`config.mk`:
```
export PLATFORM = sky130hd
export DESIGN_NAME = epm_port
export DESIGN_NICKNAME = d
export VERILOG_FILES = /design/src/rtl/epm_pkg.sv /design/src/rtl/epm_mux_if.sv /design/src/rtl/epm_sync.sv /design/src/rtl/epm_prio.sv /design/src/rtl/epm_port.sv
export SDC_FILE = /design/constraint.sdc
export NUM_CORES = 1
export LEC_CHECK = 0
export ABC_AREA = 1
export CORE_UTILIZATION = 40
export CTS_CLUSTER_DIAMETER = 30
export DETAILED_ROUTE_END_ITERATION = 16
export DONT_BUFFER_PORTS = 1
export PLACE_DENSITY_LB_ADDON = 0.2
export SYNTH_ARGS = -nofsm -noshare
export SYNTH_HDL_FRONTEND = slang
export SYNTH_SLANG_ARGS = --single-unit
```
`constraint.sdc`:
```
create_clock -name ref_clk_in -period 2.6 [get_ports ref_clk_in]
set_clock_uncertainty 0.15 [all_clocks]
set_input_delay 0.26 -clock ref_clk_in [delete_from_list [all_inputs] [get_ports ref_clk_in]]
set_output_delay 0.26 -clock ref_clk_in [all_outputs]
set_load 0.005 [all_outputs]
```
`src/rtl/epm_pkg.sv`:
```
package epm_pkg;
    // ************************************************************
    // Port geometry and reset values
    // ************************************************************
    localparam int EPM_WIDTH = 8;
    localparam int EPM_ANA_PINS = 6;
    localparam logic [7:0] EPM_DIR_RST = 8'hff;
    localparam logic [7:0] EPM_LAT_RST = 8'h00;
    localparam logic [7:0] EPM_ANSEL_RST = 8'hff;
    // First analog channel reached by pin 0
    localparam int EPM_ANA_CH_FIRST = 20;
    localparam int EPM_ANA_CH_LAST = 25;
    // Pin positions of the peripheral functions
    localparam int EPM_PIN_SCLK = 0;
    localparam int EPM_PIN_CCP = 1;
    localparam int EPM_PIN_PWM2_B = 2;
    localparam int EPM_PIN_PWM2_C = 3;
    localparam int EPM_PIN_PWM2_D = 4;
    localparam int EPM_PIN_PWM1_B = 5;

    // Owner of a pin's output driver, highest priority first
    typedef enum logic [2:0] {
        EPM_SRC_PERIPH_A,
        EPM_SRC_PERIPH_B,
        EPM_SRC_LATCH
    } epm_src_e;
endpackage

```
`src/rtl/epm_mux_if.sv`:
```
`timescale 1ns/1ps
interface epm_mux_if;
    import epm_pkg::*;
    // Peripheral output values and enables per pin, two ranks
    logic [7:0] hi_val;
    logic [7:0] hi_en;
    logic [7:0] lo_val;
    logic [7:0] lo_en;
    modport src (output hi_val, hi_en, lo_val, lo_en);
    modport dst (input hi_val, hi_en, lo_val, lo_en);
endinterface

```
`src/rtl/epm_sync.sv`:
```
`timescale 1ns/1ps
module epm_sync
    import epm_pkg::*;
#(
    parameter int WIDTH = 8
) (
    input wire logic ref_clk_in, // Core clock
    input wire logic reset_n_in, // Sync reset, low active
    input wire logic clk_en_in, // Clock enable
    input wire logic [WIDTH-1:0] d_in, // Asynchronous input
    output logic [WIDTH-1:0] q_out // Synchronised output
);
    logic [WIDTH-1:0] meta_r;
    logic [WIDTH-1:0] q_r;

    // Two-stage synchroniser, first stage read only by second
    always_ff @(posedge ref_clk_in) begin
        if (!reset_n_in) begin
            meta_r <= '0;
            q_r <= '0;
        end else if (clk_en_in) begin
            meta_r <= d_in;
            q_r <= meta_r;
        end
    end

    assign q_out = q_r;
endmodule

```
`src/rtl/epm_prio.sv`:
```
`timescale 1ns/1ps
module epm_prio
    import epm_pkg::*;
(
    epm_mux_if.dst mux, // Peripheral outputs
    input wire logic [7:0] lat_in, // Output latch
    output logic [7:0] val_out // Selected pin value
);
    // ************************************************************
    // Fixed output priority per pin
    // ************************************************************
    function automatic epm_src_e pick(input logic hi, input logic lo);
        if (hi) begin
            return EPM_SRC_PERIPH_A;
        end else if (lo) begin
            return EPM_SRC_PERIPH_B;
        end
        return EPM_SRC_LATCH;
    endfunction

    genvar g;
    generate
        for (g = 0; g < EPM_WIDTH; g++) begin : g_pin
            epm_src_e sel;
            // higher priority wins
            assign sel = pick(mux.hi_en[g], mux.lo_en[g]);
            assign val_out[g] = (sel == EPM_SRC_PERIPH_A) ? mux.hi_val[g] :
                                (sel == EPM_SRC_PERIPH_B) ? mux.lo_val[g] :
                                lat_in[g];
        end
    endgenerate
endmodule

```
`src/rtl/epm_port.sv`:
```
`timescale 1ns/1ps
// What this block does
// Eight pins, each input or output alone
// Direction one turns the driver off
// Direction zero drives latch onto pin
// Latch readable; read-modify-write uses latch
// Reset makes every pin analog
// Higher priority peripheral owns the pin
// Digital outputs still drive analog pins
// Pins 0-5 reach analog channels 20-25
// Analog select blocks digital read path
// Latch drives output whatever analog setting
// Pin 0 carries serial clock in/out
// Pin 1 compare/PWM, capture, serial data
// Pin 2 outputs PWM unit 2 b
// Pin 3 outputs PWM2 c, client select
// Pin 4 outputs PWM2 d, serial data
// Pin 5 outputs PWM unit 1 b
// Write sets latch; read returns pins
module epm_port
    import epm_pkg::*;
(
    input wire logic ref_clk_in, // Core clock, 250 MHz
    input wire logic reset_n_in, // Sync power-on reset, low active
    input wire logic clk_en_in, // Freezes all state when low
    // Software access
    input wire logic lat_wr_in, // Write output latch
    input wire logic pin_wr_in, // Write via pin level register
    input wire logic dir_wr_in, // Write direction register
    input wire logic ansel_wr_in, // Write analog select register
    input wire logic [7:0] wdata_in, // Write data
    output logic [7:0] output_latch_reg_out, // Latch read back
    output logic [7:0] pin_level_reg_out, // Sampled pin levels
    output logic [7:0] direction_reg_out, // Direction read back
    output logic [7:0] analog_select_reg_out, // Analog select read back
    // Peripheral outputs
    input wire logic serial2_en_in, // Second serial port enabled
    input wire logic serial2_i2c_mode_in, // 1 = I2C, 0 = SPI
    input wire logic serial2_clk_o_in, // Serial clock to drive
    input wire logic serial2_spi_data_out_in, // SPI data out
    input wire logic serial2_i2c_data_o_in, // I2C data to drive
    input wire logic capture_compare_ch4_en_in, // Compare/PWM output enable
    input wire logic capture_compare_ch4_in, // Compare/PWM value
    input wire logic [3:0] pwm_steer_en_in, // Steering enables, pins 2..5
    input wire logic [3:0] pwm_val_in, // Steering values, pins 2..5
    // Pins
    input wire logic [7:0] pin_in, // Pin levels
    output logic [7:0] pin_out, // Pin drive value
    output logic [7:0] pin_oe_out, // High while driving pin
    // Peripheral inputs
    output logic serial2_clock_in_out, // Clock seen on pin 0
    output logic serial2_data_in_out, // SPI/I2C data seen on pin 1
    output logic capture_ch4_in_out, // Capture input from pin 1
    output logic serial2_client_select_out, // Client select, pin 3
    output logic [5:0] analog_chan_en_out // Channels 20..25 live
);
    // ************************************************************
    // Software-visible registers
    // ************************************************************
    logic [7:0] lat_r;
    logic [7:0] lat_nxt;
    logic [7:0] dir_r;
    logic [7:0] ansel_r;
    logic [7:0] pin_sync;
    logic [7:0] pin_mux_val;
    logic [7:0] pin_out_r;
    logic [7:0] pin_oe_r;
    logic [7:0] level_r;
    logic [7:0] dig_in;
    logic [7:0] oe_nxt;
    logic sclk_in_r;
    logic sdata_in_r;
    logic cap_in_r;
    logic csel_r;
    logic [5:0] ana_r;

    epm_mux_if mux ();

    // pin register write lands in latch
    assign lat_nxt = (lat_wr_in || pin_wr_in) ? wdata_in : lat_r;

    // latch keeps written value
    always_ff @(posedge ref_clk_in) begin
        if (!reset_n_in) begin
            lat_r <= EPM_LAT_RST;
        end else if (clk_en_in) begin
            lat_r <= lat_nxt;
        end
    end

    // one direction bit per pin
    always_ff @(posedge ref_clk_in) begin
        if (!reset_n_in) begin
            dir_r <= EPM_DIR_RST;
        end else if (clk_en_in && dir_wr_in) begin
            dir_r <= wdata_in;
        end
    end

    // analog after reset
    always_ff @(posedge ref_clk_in) begin
        if (!reset_n_in) begin
            ansel_r <= EPM_ANSEL_RST;
        end else if (clk_en_in && ansel_wr_in) begin
            ansel_r <= wdata_in;
        end
    end

    // ************************************************************
    // Peripheral output ranking
    // ************************************************************
    // serial clock out on pin 0
    assign mux.hi_en[EPM_PIN_SCLK] = serial2_en_in;
    assign mux.hi_val[EPM_PIN_SCLK] = serial2_clk_o_in;
    assign mux.lo_en[EPM_PIN_SCLK] = 1'b0;
    assign mux.lo_val[EPM_PIN_SCLK] = 1'b0;
    // compare output over I2C data
    assign mux.hi_en[EPM_PIN_CCP] = capture_compare_ch4_en_in;
    assign mux.hi_val[EPM_PIN_CCP] = capture_compare_ch4_in;
    assign mux.lo_en[EPM_PIN_CCP] = serial2_en_in & serial2_i2c_mode_in;
    assign mux.lo_val[EPM_PIN_CCP] = serial2_i2c_data_o_in;
    // PWM unit 2 b on pin 2
    assign mux.hi_en[EPM_PIN_PWM2_B] = pwm_steer_en_in[0];
    assign mux.hi_val[EPM_PIN_PWM2_B] = pwm_val_in[0];
    assign mux.lo_en[EPM_PIN_PWM2_B] = 1'b0;
    assign mux.lo_val[EPM_PIN_PWM2_B] = 1'b0;
    // PWM unit 2 c on pin 3
    assign mux.hi_en[EPM_PIN_PWM2_C] = pwm_steer_en_in[1];
    assign mux.hi_val[EPM_PIN_PWM2_C] = pwm_val_in[1];
    assign mux.lo_en[EPM_PIN_PWM2_C] = 1'b0;
    assign mux.lo_val[EPM_PIN_PWM2_C] = 1'b0;
    // PWM unit 2 d over SPI data out
    assign mux.hi_en[EPM_PIN_PWM2_D] = pwm_steer_en_in[2];
    assign mux.hi_val[EPM_PIN_PWM2_D] = pwm_val_in[2];
    assign mux.lo_en[EPM_PIN_PWM2_D] = serial2_en_in & ~serial2_i2c_mode_in;
    assign mux.lo_val[EPM_PIN_PWM2_D] = serial2_spi_data_out_in;
    // PWM unit 1 b on pin 5
    assign mux.hi_en[EPM_PIN_PWM1_B] = pwm_steer_en_in[3];
    assign mux.hi_val[EPM_PIN_PWM1_B] = pwm_val_in[3];
    assign mux.lo_en[EPM_PIN_PWM1_B] = 1'b0;
    assign mux.lo_val[EPM_PIN_PWM1_B] = 1'b0;
    // Pins 6 and 7 carry only the latch here
    assign mux.hi_en[7:6] = 2'h0;
    assign mux.hi_val[7:6] = 2'h0;
    assign mux.lo_en[7:6] = 2'h0;
    assign mux.lo_val[7:6] = 2'h0;

    epm_prio u_prio (
        .mux(mux),
        .lat_in(lat_r),
        .val_out(pin_mux_val)
    );

    // ************************************************************
    // Pin drivers
    // ************************************************************
    // driver off when direction is one
    // driver on when direction is zero
    // analog select not in enable term
    // latch drives regardless of analog
    assign oe_nxt = ~dir_r;

    // Registered pin drive
    always_ff @(posedge ref_clk_in) begin
        if (!reset_n_in) begin
            pin_out_r <= EPM_LAT_RST;
            pin_oe_r <= ~EPM_DIR_RST;
        end else if (clk_en_in) begin
            pin_out_r <= pin_mux_val;
            pin_oe_r <= oe_nxt;
        end
    end

    // ************************************************************
    // Input path
    // ************************************************************
    epm_sync #(
        .WIDTH(EPM_WIDTH)
    ) u_sync (
        .ref_clk_in(ref_clk_in),
        .reset_n_in(reset_n_in),
        .clk_en_in(clk_en_in),
        .d_in(pin_in),
        .q_out(pin_sync)
    );

    // analog pins read as zero
    assign dig_in = pin_sync & ~ansel_r;

    // Registered read and peripheral inputs
    always_ff @(posedge ref_clk_in) begin
        if (!reset_n_in) begin
            level_r <= 8'h00;
            sclk_in_r <= 1'b0;
            sdata_in_r <= 1'b0;
            cap_in_r <= 1'b0;
            csel_r <= 1'b0;
            ana_r <= 6'h00;
        end else if (clk_en_in) begin
            // read returns digital pin levels
            level_r <= dig_in;
            // clock input when direction is one
            sclk_in_r <= dir_r[EPM_PIN_SCLK] & dig_in[EPM_PIN_SCLK];
            // capture and serial data input
            sdata_in_r <= dig_in[EPM_PIN_CCP];
            cap_in_r <= dir_r[EPM_PIN_CCP] & dig_in[EPM_PIN_CCP];
            // client select input on pin 3
            csel_r <= dir_r[EPM_PIN_PWM2_C] & dig_in[EPM_PIN_PWM2_C];
            // analog channel live when analog mode
            ana_r <= ansel_r[EPM_ANA_PINS-1:0];
        end
    end

    assign output_latch_reg_out = lat_r;
    assign direction_reg_out = dir_r;
    assign analog_select_reg_out = ansel_r;
    assign pin_level_reg_out = level_r;
    assign pin_out = pin_out_r;
    assign pin_oe_out = pin_oe_r;
    assign serial2_clock_in_out = sclk_in_r;
    assign serial2_data_in_out = sdata_in_r;
    assign capture_ch4_in_out = cap_in_r;
    assign serial2_client_select_out = csel_r;
    assign analog_chan_en_out = ana_r;
endmodule

```
# Word-level counts from Yosys, hierarchy flattened
# Cells that the tools add are included.
[word_totals]
regBits = 74
in_bits = 38
out_inout_bits = 58
wordCells = 72
[op_classes]
n_eq_ne = 6
n_mux = 34
bitwise = 9
n_reduce_logical = 10
[op_table]
columns = ["op", "count"]
rows = [
  ["$mux W3", 14],
  ["$mux W1", 20],
  ["$eq A3 B1 Y1 const B", 6],
  ["$logic_not A3 Y1", 6],
  ["$not A8 Y8", 2],
  ["$and A8 B8 Y8", 1],
  ["$and A1 B1 Y1", 5],
  ["$logic_and A1 B1 Y1", 2],
  ["$reduce_and A2 Y1", 1],
  ["$logic_or A1 B1 Y1", 1],
  ["$not A1 Y1", 1],
]

# Longest topological paths before layout
# Gate-level depths: netlist of run 1.
[depth]
depth_word = 8
ltp_mapped = 6
ltp_nobuf = 6

# Modules after synthesis
# From an unflattened synthesis of run 1, not the netlist that was laid out.
[hier_totals]
hier_cells = 426
hier_area_um2 = 3037.9
[modules_own_cells]
columns = ["mod", "n_inst", "cells_each", "area_each_um2", "seq_area_each_um2"]
rows = [
  ["epm_port", 1, 253, 2083.2, 1141.1],
  ["epm_sync", 1, 101, 674.4, 320.3],
  ["epm_prio", 1, 72, 280.3, 0.0],
]

# Least setup slack after synthesis of run 1
# Ideal clock, no wire load.
[synth_timing]
path_kind = "input -> register"
startpoint = "input pin_wr_in"
endpoint = "register lat_r[3] (netlist: output_latch_reg_out[3])"
setup_time_ns = 0.070
arrival_ns = 0.881
required_ns = 2.380
slack_ns = 1.499
path_stages = 4
n_path_buf = 1
cell_sequence = "o21ai_0 -> buf_4 -> o21ai_0 -> a21oi_1"
[synth_via]
elab_chain_len = 2
[synth_lines]
columns = ["item", "line_no", "text"]
rows = [
  ["start: declaration", "epm_port.sv:28", "input wire logic pin_wr_in,"],
  ["$logic_or A1 B1 Y1", "epm_port.sv:80", "assign lat_nxt = (lat_wr_in || pin_wr_in) ? wdata_in : lat_r;"],
  ["$reduce_and A2 Y1 (no line)", "--", ""],
  ["end signal: assignment", "epm_port.sv:87", "lat_r <= lat_nxt;"],
  ["end: declaration", "epm_port.sv:60", "logic [7:0] lat_r;"],
]
# No other way between the ends.
# A chain may end at the register's enable or synchronous reset.

# Worst setup path after layout of run 1
[layout_timing]
startpoint = "input capture_compare_ch4_en_in"
endpoint = "register pin_out_r[1] (netlist: pin_out[1])"
[layout_via]
elab_chain_len = 5
word_cells_on_any_way = 7
classes_between = "eq/ne (1); mux (5); reduce/logical (1)"
[layout_lines]
columns = ["item", "line_no", "text"]
rows = [
  ["start: declaration", "epm_port.sv:42", "input wire logic capture_compare_ch4_en_in,"],
  ["$mux W3 / $mux W1 (equally long branches)", "epm_prio.sv:13", "if (hi) begin"],
  ["$mux W3 (*)", "epm_prio.sv:18", "return EPM_SRC_LATCH;"],
  ["$eq A3 B1 Y1", "epm_prio.sv:28", "(sel == EPM_SRC_PERIPH_B) ? mux.lo_val[g] :"],
  ["$mux W1", "epm_prio.sv:28", ""],
  ["$mux W1 (*)", "epm_prio.sv:27", "assign val_out[g] = (sel == EPM_SRC_PERIPH_A) ? mux.hi_val[g] :"],
  ["end signal: assignment", "epm_port.sv:169", "pin_out_r <= pin_mux_val;"],
  ["end: declaration", "epm_port.sv:66", "logic [7:0] pin_out_r;"],
]
# Every way passes the cells marked *; elsewhere a longest branch is shown, timed or not.

==> results of run 1 <==
==> worst reg2reg max path, cell delays in order, from the launching register on <==
cell and delay (ns):
dfxtp_1 0.38, nand2_1 0.10, nand3_1 0.07, dlygate4sd3_1 0.56
==> power groups by stage <==
stage,combinational (mW),clock [mW],sequential (mW)
floorplan,0.142,0,1.25
global placement,0.130,0,1.27
detailed placement,0.133,0,1.28
CTS,0.202,1.02,1.25
global route,0.234,1.07,1.26
finish,0.201,0.997,1.25
==> synthesized netlist by cell type, drive strengths merged <==
library cell	instances
nand3b	1
nand2	44
nor2	57
o211ai	16
clkbuf	7
a211oi	6
a21oi	26
inv	24
nand4	3
buf	15
nand3	14
dfxtp	73
o21ai	40
==> logic make-up (layout without fill, tap and decap cells) <==
group	Yosys count	in the layout	synth area share
AO/OA/AOI/OAI	88	88	0.186
flip-flops	73	73	0.549
AND/OR/NAND/NOR	119	119	0.181
buffers and inverters	46	69	0.0836
==> layer usage <==
| layer | GRT usage | vias to the layer above |
|---|---|---|
| met3 | 0.0831 | 12 |
| met2 | 0.291 | 60 |
| li1 | - | 1115 |
| met4 | 0.100 | 0 |
| met1 | 0.247 | 964 |
| met5 | 0 | - |
==> final timing paths <==
check | from | endpoint | slack [ns] | cells past startpoint
max | capture_compare_ch4_en_in | pin_out[1]$_SDFFE_PN0P_ | 1.05 | 5
min | dir_wr_in | direction_reg_out[1]$_SDFFE_PN1P_ | 0.01 | 3
max reg2reg | direction_reg_out[3]$_SDFFE_PN1P_ | direction_reg_out[3]$_SDFFE_PN1P_ | 1.24 | 3
min reg2reg | u_sync.meta_r[4]$_SDFFE_PN0P_ | u_sync.q_out[4]$_SDFFE_PN0P_ | 0.33 | 2
==> flip-flops by register name (all words and copies together) (netlist names), 6 cells and up <==
| signal | count |
|---|---|
| analog_select_reg_out | 8 |
| u_sync.meta_r | 8 |
| pin_level_reg_out | 8 |
| pin_out | 8 |
| pin_oe_out | 8 |
| analog_chan_en_out | 6 |
| direction_reg_out | 8 |
| output_latch_reg_out | 8 |
| u_sync.q_out | 8 |
==> per-stage QoR <==
stage	cell area, um2	power [mW]	util
2_1_floorplan	2660	1.40	-
3_3_place_gp	2640	1.40	0.414
3_5_place_dp	2640	1.41	0.414
4_1_cts	3170	2.47	0.496
5_1_grt	3170	2.56	0.496
6_report	3170	2.45	0.496
==> placed cells by master (no fill, tap or decap) <==
| cell | n |
|---|---|
| buf_4 | 2 |
| dlygate4sd3_1 | 25 |
| a211oi_1 | 6 |
| nand2_4 | 1 |
| nand3_1 | 14 |
| clkinv_2 | 2 |
| nor2_1 | 57 |
| o211ai_1 | 16 |
| clkbuf_8 | 11 |
| nand2_1 | 43 |
| inv_1 | 24 |
| buf_16 | 1 |
| bufinv_16 | 2 |
| clkinvlp_4 | 1 |
| nand4_1 | 3 |
| o21ai_0 | 40 |
| a21oi_1 | 26 |
| buf_12 | 1 |
| dfxtp_1 | 73 |
| nand3b_1 | 1 |
==> area by class of cell <==
type | count | area (um2)
inverters | 24 | 90.1
clock inverters | 5 | 77.6
repair buffers | 29 | 313
well taps | 77 | 96.3
fillers | 631 | 3220
multi-input cells | 207 | 978
clock buffers | 11 | 151
flip-flops and latches | 73 | 1460
==> flow_metrics.tcl, run 1 <==
set metrics [dict create \
    fmax_ghz 0.646 \
    clkTransAtPathRegs_ns 0.08 \
    synth.distinct_cells 17 \
    syn_area_mm2 0.00266 \
    layout-drive-gt1-share 0.0602 \
    fp.dieH_um 83.6 \
    ys_ff_latch 73 \
    slowest_delay_ns 0.57 \
    cp_max_fo 2 \
    dieArea_mm2 0.00699 \
    gp_congestion 0.727 \
    diodes 0 \
    num_vias 2151 \
    cpMaxStageDelayCell "dlygate4sd3_1" \
    cts_setup_buffers 0 \
    period_share 0.595 \
    grt_overflow 0 \
    grt_usage 0.198 \
    post_cts_resized 0 \
    power_frac_comb 0.082 \
    syn_inst 326 \
    maxSlewHeadroom 0.656 \
    clkPwrFrac 0.408 \
    grt_max_degree 68 \
    rsz0062_at_grt "no" \
    highest-signal-layer "met4" \
    final_hold_viol_count 0 \
    clkLatencyLatePin_ns 0.35 \
    cts_tree "done" \
    crit_family "buffers and inverters" \
    dp_cells 383 \
    power_frac_seq 0.510 \
    design.core.area_mm2 0.00639 \
    drv_cap 0 \
    status "completed" \
    setup_ws_ns 1.05 \
    grt_pass1_vias 2107 \
    wl_met3_um 539 \
    hold_buffers 27 \
    place_ws_ns 1.44 \
    swShare 0.237 \
    synth.area.top_cells "dfxtp_1 55%, nor2_1 8.0%, o21ai_0 7.5%" \
    yosys_warnings 0 \
    via_per_inst 5.05 \
    met1Wirelength_um 2850 \
    start_util 0.417 \
    wl_met2_um 2910 \
    wl_um 6470 \
    wl_per_cell_um 15.2 \
    drtIter0Drc 141 \
    root_buffer "clkbuf_8" \
    dp_hpwl_um 4130 \
    synth_top_cell_area_share 0.549 \
    post-route-drc-count 0 \
    grt_pass1_wl_um 10800 \
    finalSetupTns_ns 0 \
    end_kind "flip-flop" \
    fin_cells 426 \
    cp.required_ns 2.74 \
    power_leakage_nw 1.35 \
    crit_type "in2reg" \
    min_path_type "in2reg" \
    dr.pass1.iters 4 \
    fin_nets 382 \
    io-pin-count 96 \
    htree_levels 3 \
    num_rows 29 \
    antenna_found_initial 0 \
    tightest_slew_ns 0.515 \
    critPathArrivalTime_ns 1.68 \
    io_buffer_count 0 \
    ir_worst_vdd_v 0.000353 \
    setup_viol_count_final 0 \
    syn_to_final_growth_pct 19.0 \
    drv_slew 0 \
    synth_seq_area_share 0.549 \
    synth.avg_cell_area_um2 8.17 \
    fin_crit_ns 1.55 \
    syn_nets 364 \
    yosysTopAreaCell "dfxtp_1" \
    switching_power_uw 581 \
    p_int_mw 1.87 \
    whs_ns 0.0106 \
    numCtsBuffers 9 \
    power.density_mw_per_mm2 773 \
    floorplan.die.width_um 83.6 \
    crit_path_cell_trace "dlygate4sd3_1 > a21oi_1 > dlygate4sd3_1 > nand2_1 > a21oi_1" \
    crit_buf_inv 2 \
    cts_sinks 73 \
    antenna_left 0 \
    start_kind "primary input" \
    max-clock-path-buffers 2 \
]
Note: power is estimated with default switching activity, not from simulation.
==> run 2: changes to the inputs <==
Settings changed: ABC_AREA 1 to 0.
Clock period 2.6 ns to 1.3 ns, I/O delays scaled along.
==> run 2 against run 1 <==
The flow now finishes with violations (hold timing). Wire length fell by 8.3%. Flip-flop and latch count is the same. Cell area hardly changed. Combinational power up 28%. Non-clock buffer count is 23 lower. Hold slack lost 0.29 ns. Core utilization fell by 3.8 points. Synthesized cell count decreased by 11%. Critical path depth down 1. Largest power group unchanged.
==> flow_metrics.tcl, run 2 <==
set metrics [dict create \
    max-clock-path-buffers 2 \
    cts_sinks 73 \
    drv_slew 0 \
    whs_ns -0.280 \
    yosys_warnings 0 \
    antenna_found_initial 0 \
    violations "hold timing" \
    end_kind "flip-flop" \
    ir_worst_vdd_v 0.000528 \
    dp_hpwl_um 3890 \
    syn_to_final_growth_pct 8.82 \
    design.core.area_mm2 0.00691 \
    period_share 0.900 \
    maxSlewHeadroom 0.765 \
    yosysTopAreaCell "dfxtp_1" \
    met1Wirelength_um 2760 \
    crit_start "serial2_en_in" \
    post-route-drc-count 0 \
    htree_levels 3 \
    critPathArrivalTime_ns 1.24 \
    finalSetupTns_ns 0 \
    rrSetupSlack_ns 0.22 \
    async_flop_share 0 \
    crit_family "buffers and inverters" \
    setup_viol_count_final 0 \
    io-pin-count 96 \
    synth.area.top_cells "dfxtp_1 50%, mux2i_1 15%, nor2b_1 8.2%" \
    hold_start "reset_n_in" \
    ys_ff_latch 73 \
    gp_congestion 0.731 \
    wl_met2_um 2530 \
    highest-signal-layer "met4" \
    cp_max_fo 5 \
    grt_overflow 0 \
    grt_usage 0.165 \
    clkTransAtPathRegs_ns 0.07 \
    crit_type "in2reg" \
    rsz0062_at_grt "no" \
    num_vias 1896 \
    hold_buffers 15 \
    syn_nets 328 \
    io_buffer_count 0 \
    power.density_mw_per_mm2 1460 \
    cp.required_ns 1.37 \
    yosysMostFrequentCell "dfxtp_1" \
    syn_area_mm2 0.00291 \
    grt_pass1_vias 1887 \
    drv_cap 0 \
    synth_seq_area_share 0.502 \
    grt_max_degree 76 \
    dr.pass1.iters 4 \
    crit_buf_inv 1 \
    final_cell_mix "64 x dfxtp_1, 43 x mux2i_1, 43 x nand2_1, 38 x nor2b_1, 21 x nand3_1" \
    tightest_slew_ns 0.351 \
    fin_crit_ns 1.17 \
    min_path_type "in2reg" \
    synth_edf_count 0 \
    synthFlopType "dfxtp_1" \
    num_rows 30 \
    wl_met3_um 536 \
    wl_per_cell_um 15.4 \
    final_common_cell "dfxtp_1" \
    synth.distinct_cells 23 \
    synth.avg_cell_area_um2 10.0 \
    floorplan.die.width_um 87.3 \
    start_util 0.421 \
    root_buffer "clkbuf_8" \
    syn_inst 290 \
    wl_um 5930 \
    diodes 0 \
    fp.dieH_um 87.3 \
    fin_nets 324 \
    power_leakage_nw 1.37 \
    final_hold_viol_count 73 \
    synth_top_cell_area_share 0.502 \
    antenna_left 0 \
    numCtsBuffers 9 \
    total_power_mw 4.63 \
    cts_tree "done" \
    cpMaxStageDelayCell "dlygate4sd3_1" \
    r2r-start "output_latch_reg_out[1]$_SDFFE_PN0P_" \
    fmax_ghz 0.854 \
    netlist_top_cells_count "73 x dfxtp_1, 43 x mux2i_1, 43 x nand2_1, 38 x nor2b_1, 21 x nand3_1" \
    via_per_inst 4.91 \
    dieArea_mm2 0.00762 \
    clkLatencyLatePin_ns 0.34 \
    drtIter0Drc 59 \
    grt_pass1_wl_um 9400 \
    start_kind "primary input" \
    crit_path_cell_trace "dlygate4sd3_1 > and3b_1 > a211oi_1 > o21ai_0" \
    status "complete, but fails checks" \
    layout-drive-gt1-share 0.0793 \
    slowest_delay_ns 0.61 \
]
run 2: cell count changes after synthesis, moves of 7 or more:
cell / previous run / this run
nor2_1: 57 / 0
mux2i_1: 0 / 43
nor2b_1: 0 / 38
o21ai_0: 40 / 2
a21oi_1: 26 / 0
inv_1: 24 / 5
o211ai_1: 16 / 0
nand2b_1: 0 / 10
o211a_1: 0 / 8
a21boi_0: 0 / 7
and2_1: 0 / 7
nand3_1: 14 / 21
run 2: final timing paths:
check                                               end  depth (start not counted)
hold / removal    analog_select_reg_out[6]$_SDFFE_PN1P_                          1
setup reg to reg                pin_out[1]$_SDFFE_PN0P_                          3
setup / recovery                pin_out[4]$_SDFFE_PN0P_                          4
hold reg to reg         capture_ch4_in_out$_SDFFE_PN0P_                          2
run 2: cell families after synthesis:
| group | after synthesis | share of synthesized area |
|---|---|---|
| muxes | 43 | 0.148 |
| DFF | 73 | 0.502 |
| and+or+nand+nor | 126 | 0.228 |
| buffers and inverters | 26 | 0.0563 |
| AOI/OAI and AO/OA | 22 | 0.0650 |
run 2: report_power, final:
part           switching [mW]  leakage, nW  internal [mW]
registers               0.105        0.601           2.36
clock network           0.788        0.106           1.12
logic                  0.0943        0.659          0.163
run 2: cell type report:
class	instances	area [um2]
Multi-Input combinational cell	191	1280
Tap cell	96	120
Timing Repair Buffer	6	60.1
Fill cell	711	3740
Inverter	5	18.8
Clock inverter	3	65.1
Sequential cell	73	1470
Clock buffer	12	145
run 2: repair_timing:
| action | 4_1_cts | 5_1_grt |
|---|---|---|
| buffers inserted | 0 | 0 |
| endpoints found under the hold margin | 73 | 73 |
| gates resized for setup | 0 | 9 |
| setup endpoints to repair | 0 | 9 |
run 2: stage by stage:
stage	worst slack (ns)	util	instance area [um2]	hold slack (ns)	instances
final	0.129	0.458	3170	-0.280	386
after global routing	0.0459	0.458	3170	-0.302	386
after CTS	0.0116	0.470	3240	-0.304	395
after global placement	0.241	0.418	2880	0.0624	365
after floorplan	0.290	-	2910	0.103	290
after detailed placement	0.222	0.418	2880	0.0635	365
run 2: routing by layer:
layer / GRT usage / vias to the layer above
met4: 0.0849 / 0
met1: 0.204 / 854
li1: - / 956
met5: 0 / -
met3: 0.0645 / 10
met2: 0.248 / 76
run 2: worst register-to-register path: stages (launching register included):
cell	delay [ns]
dfxtp_1	0.34
a21boi_0	0.13
a311oi_1	0.24
o21ai_0	0.11
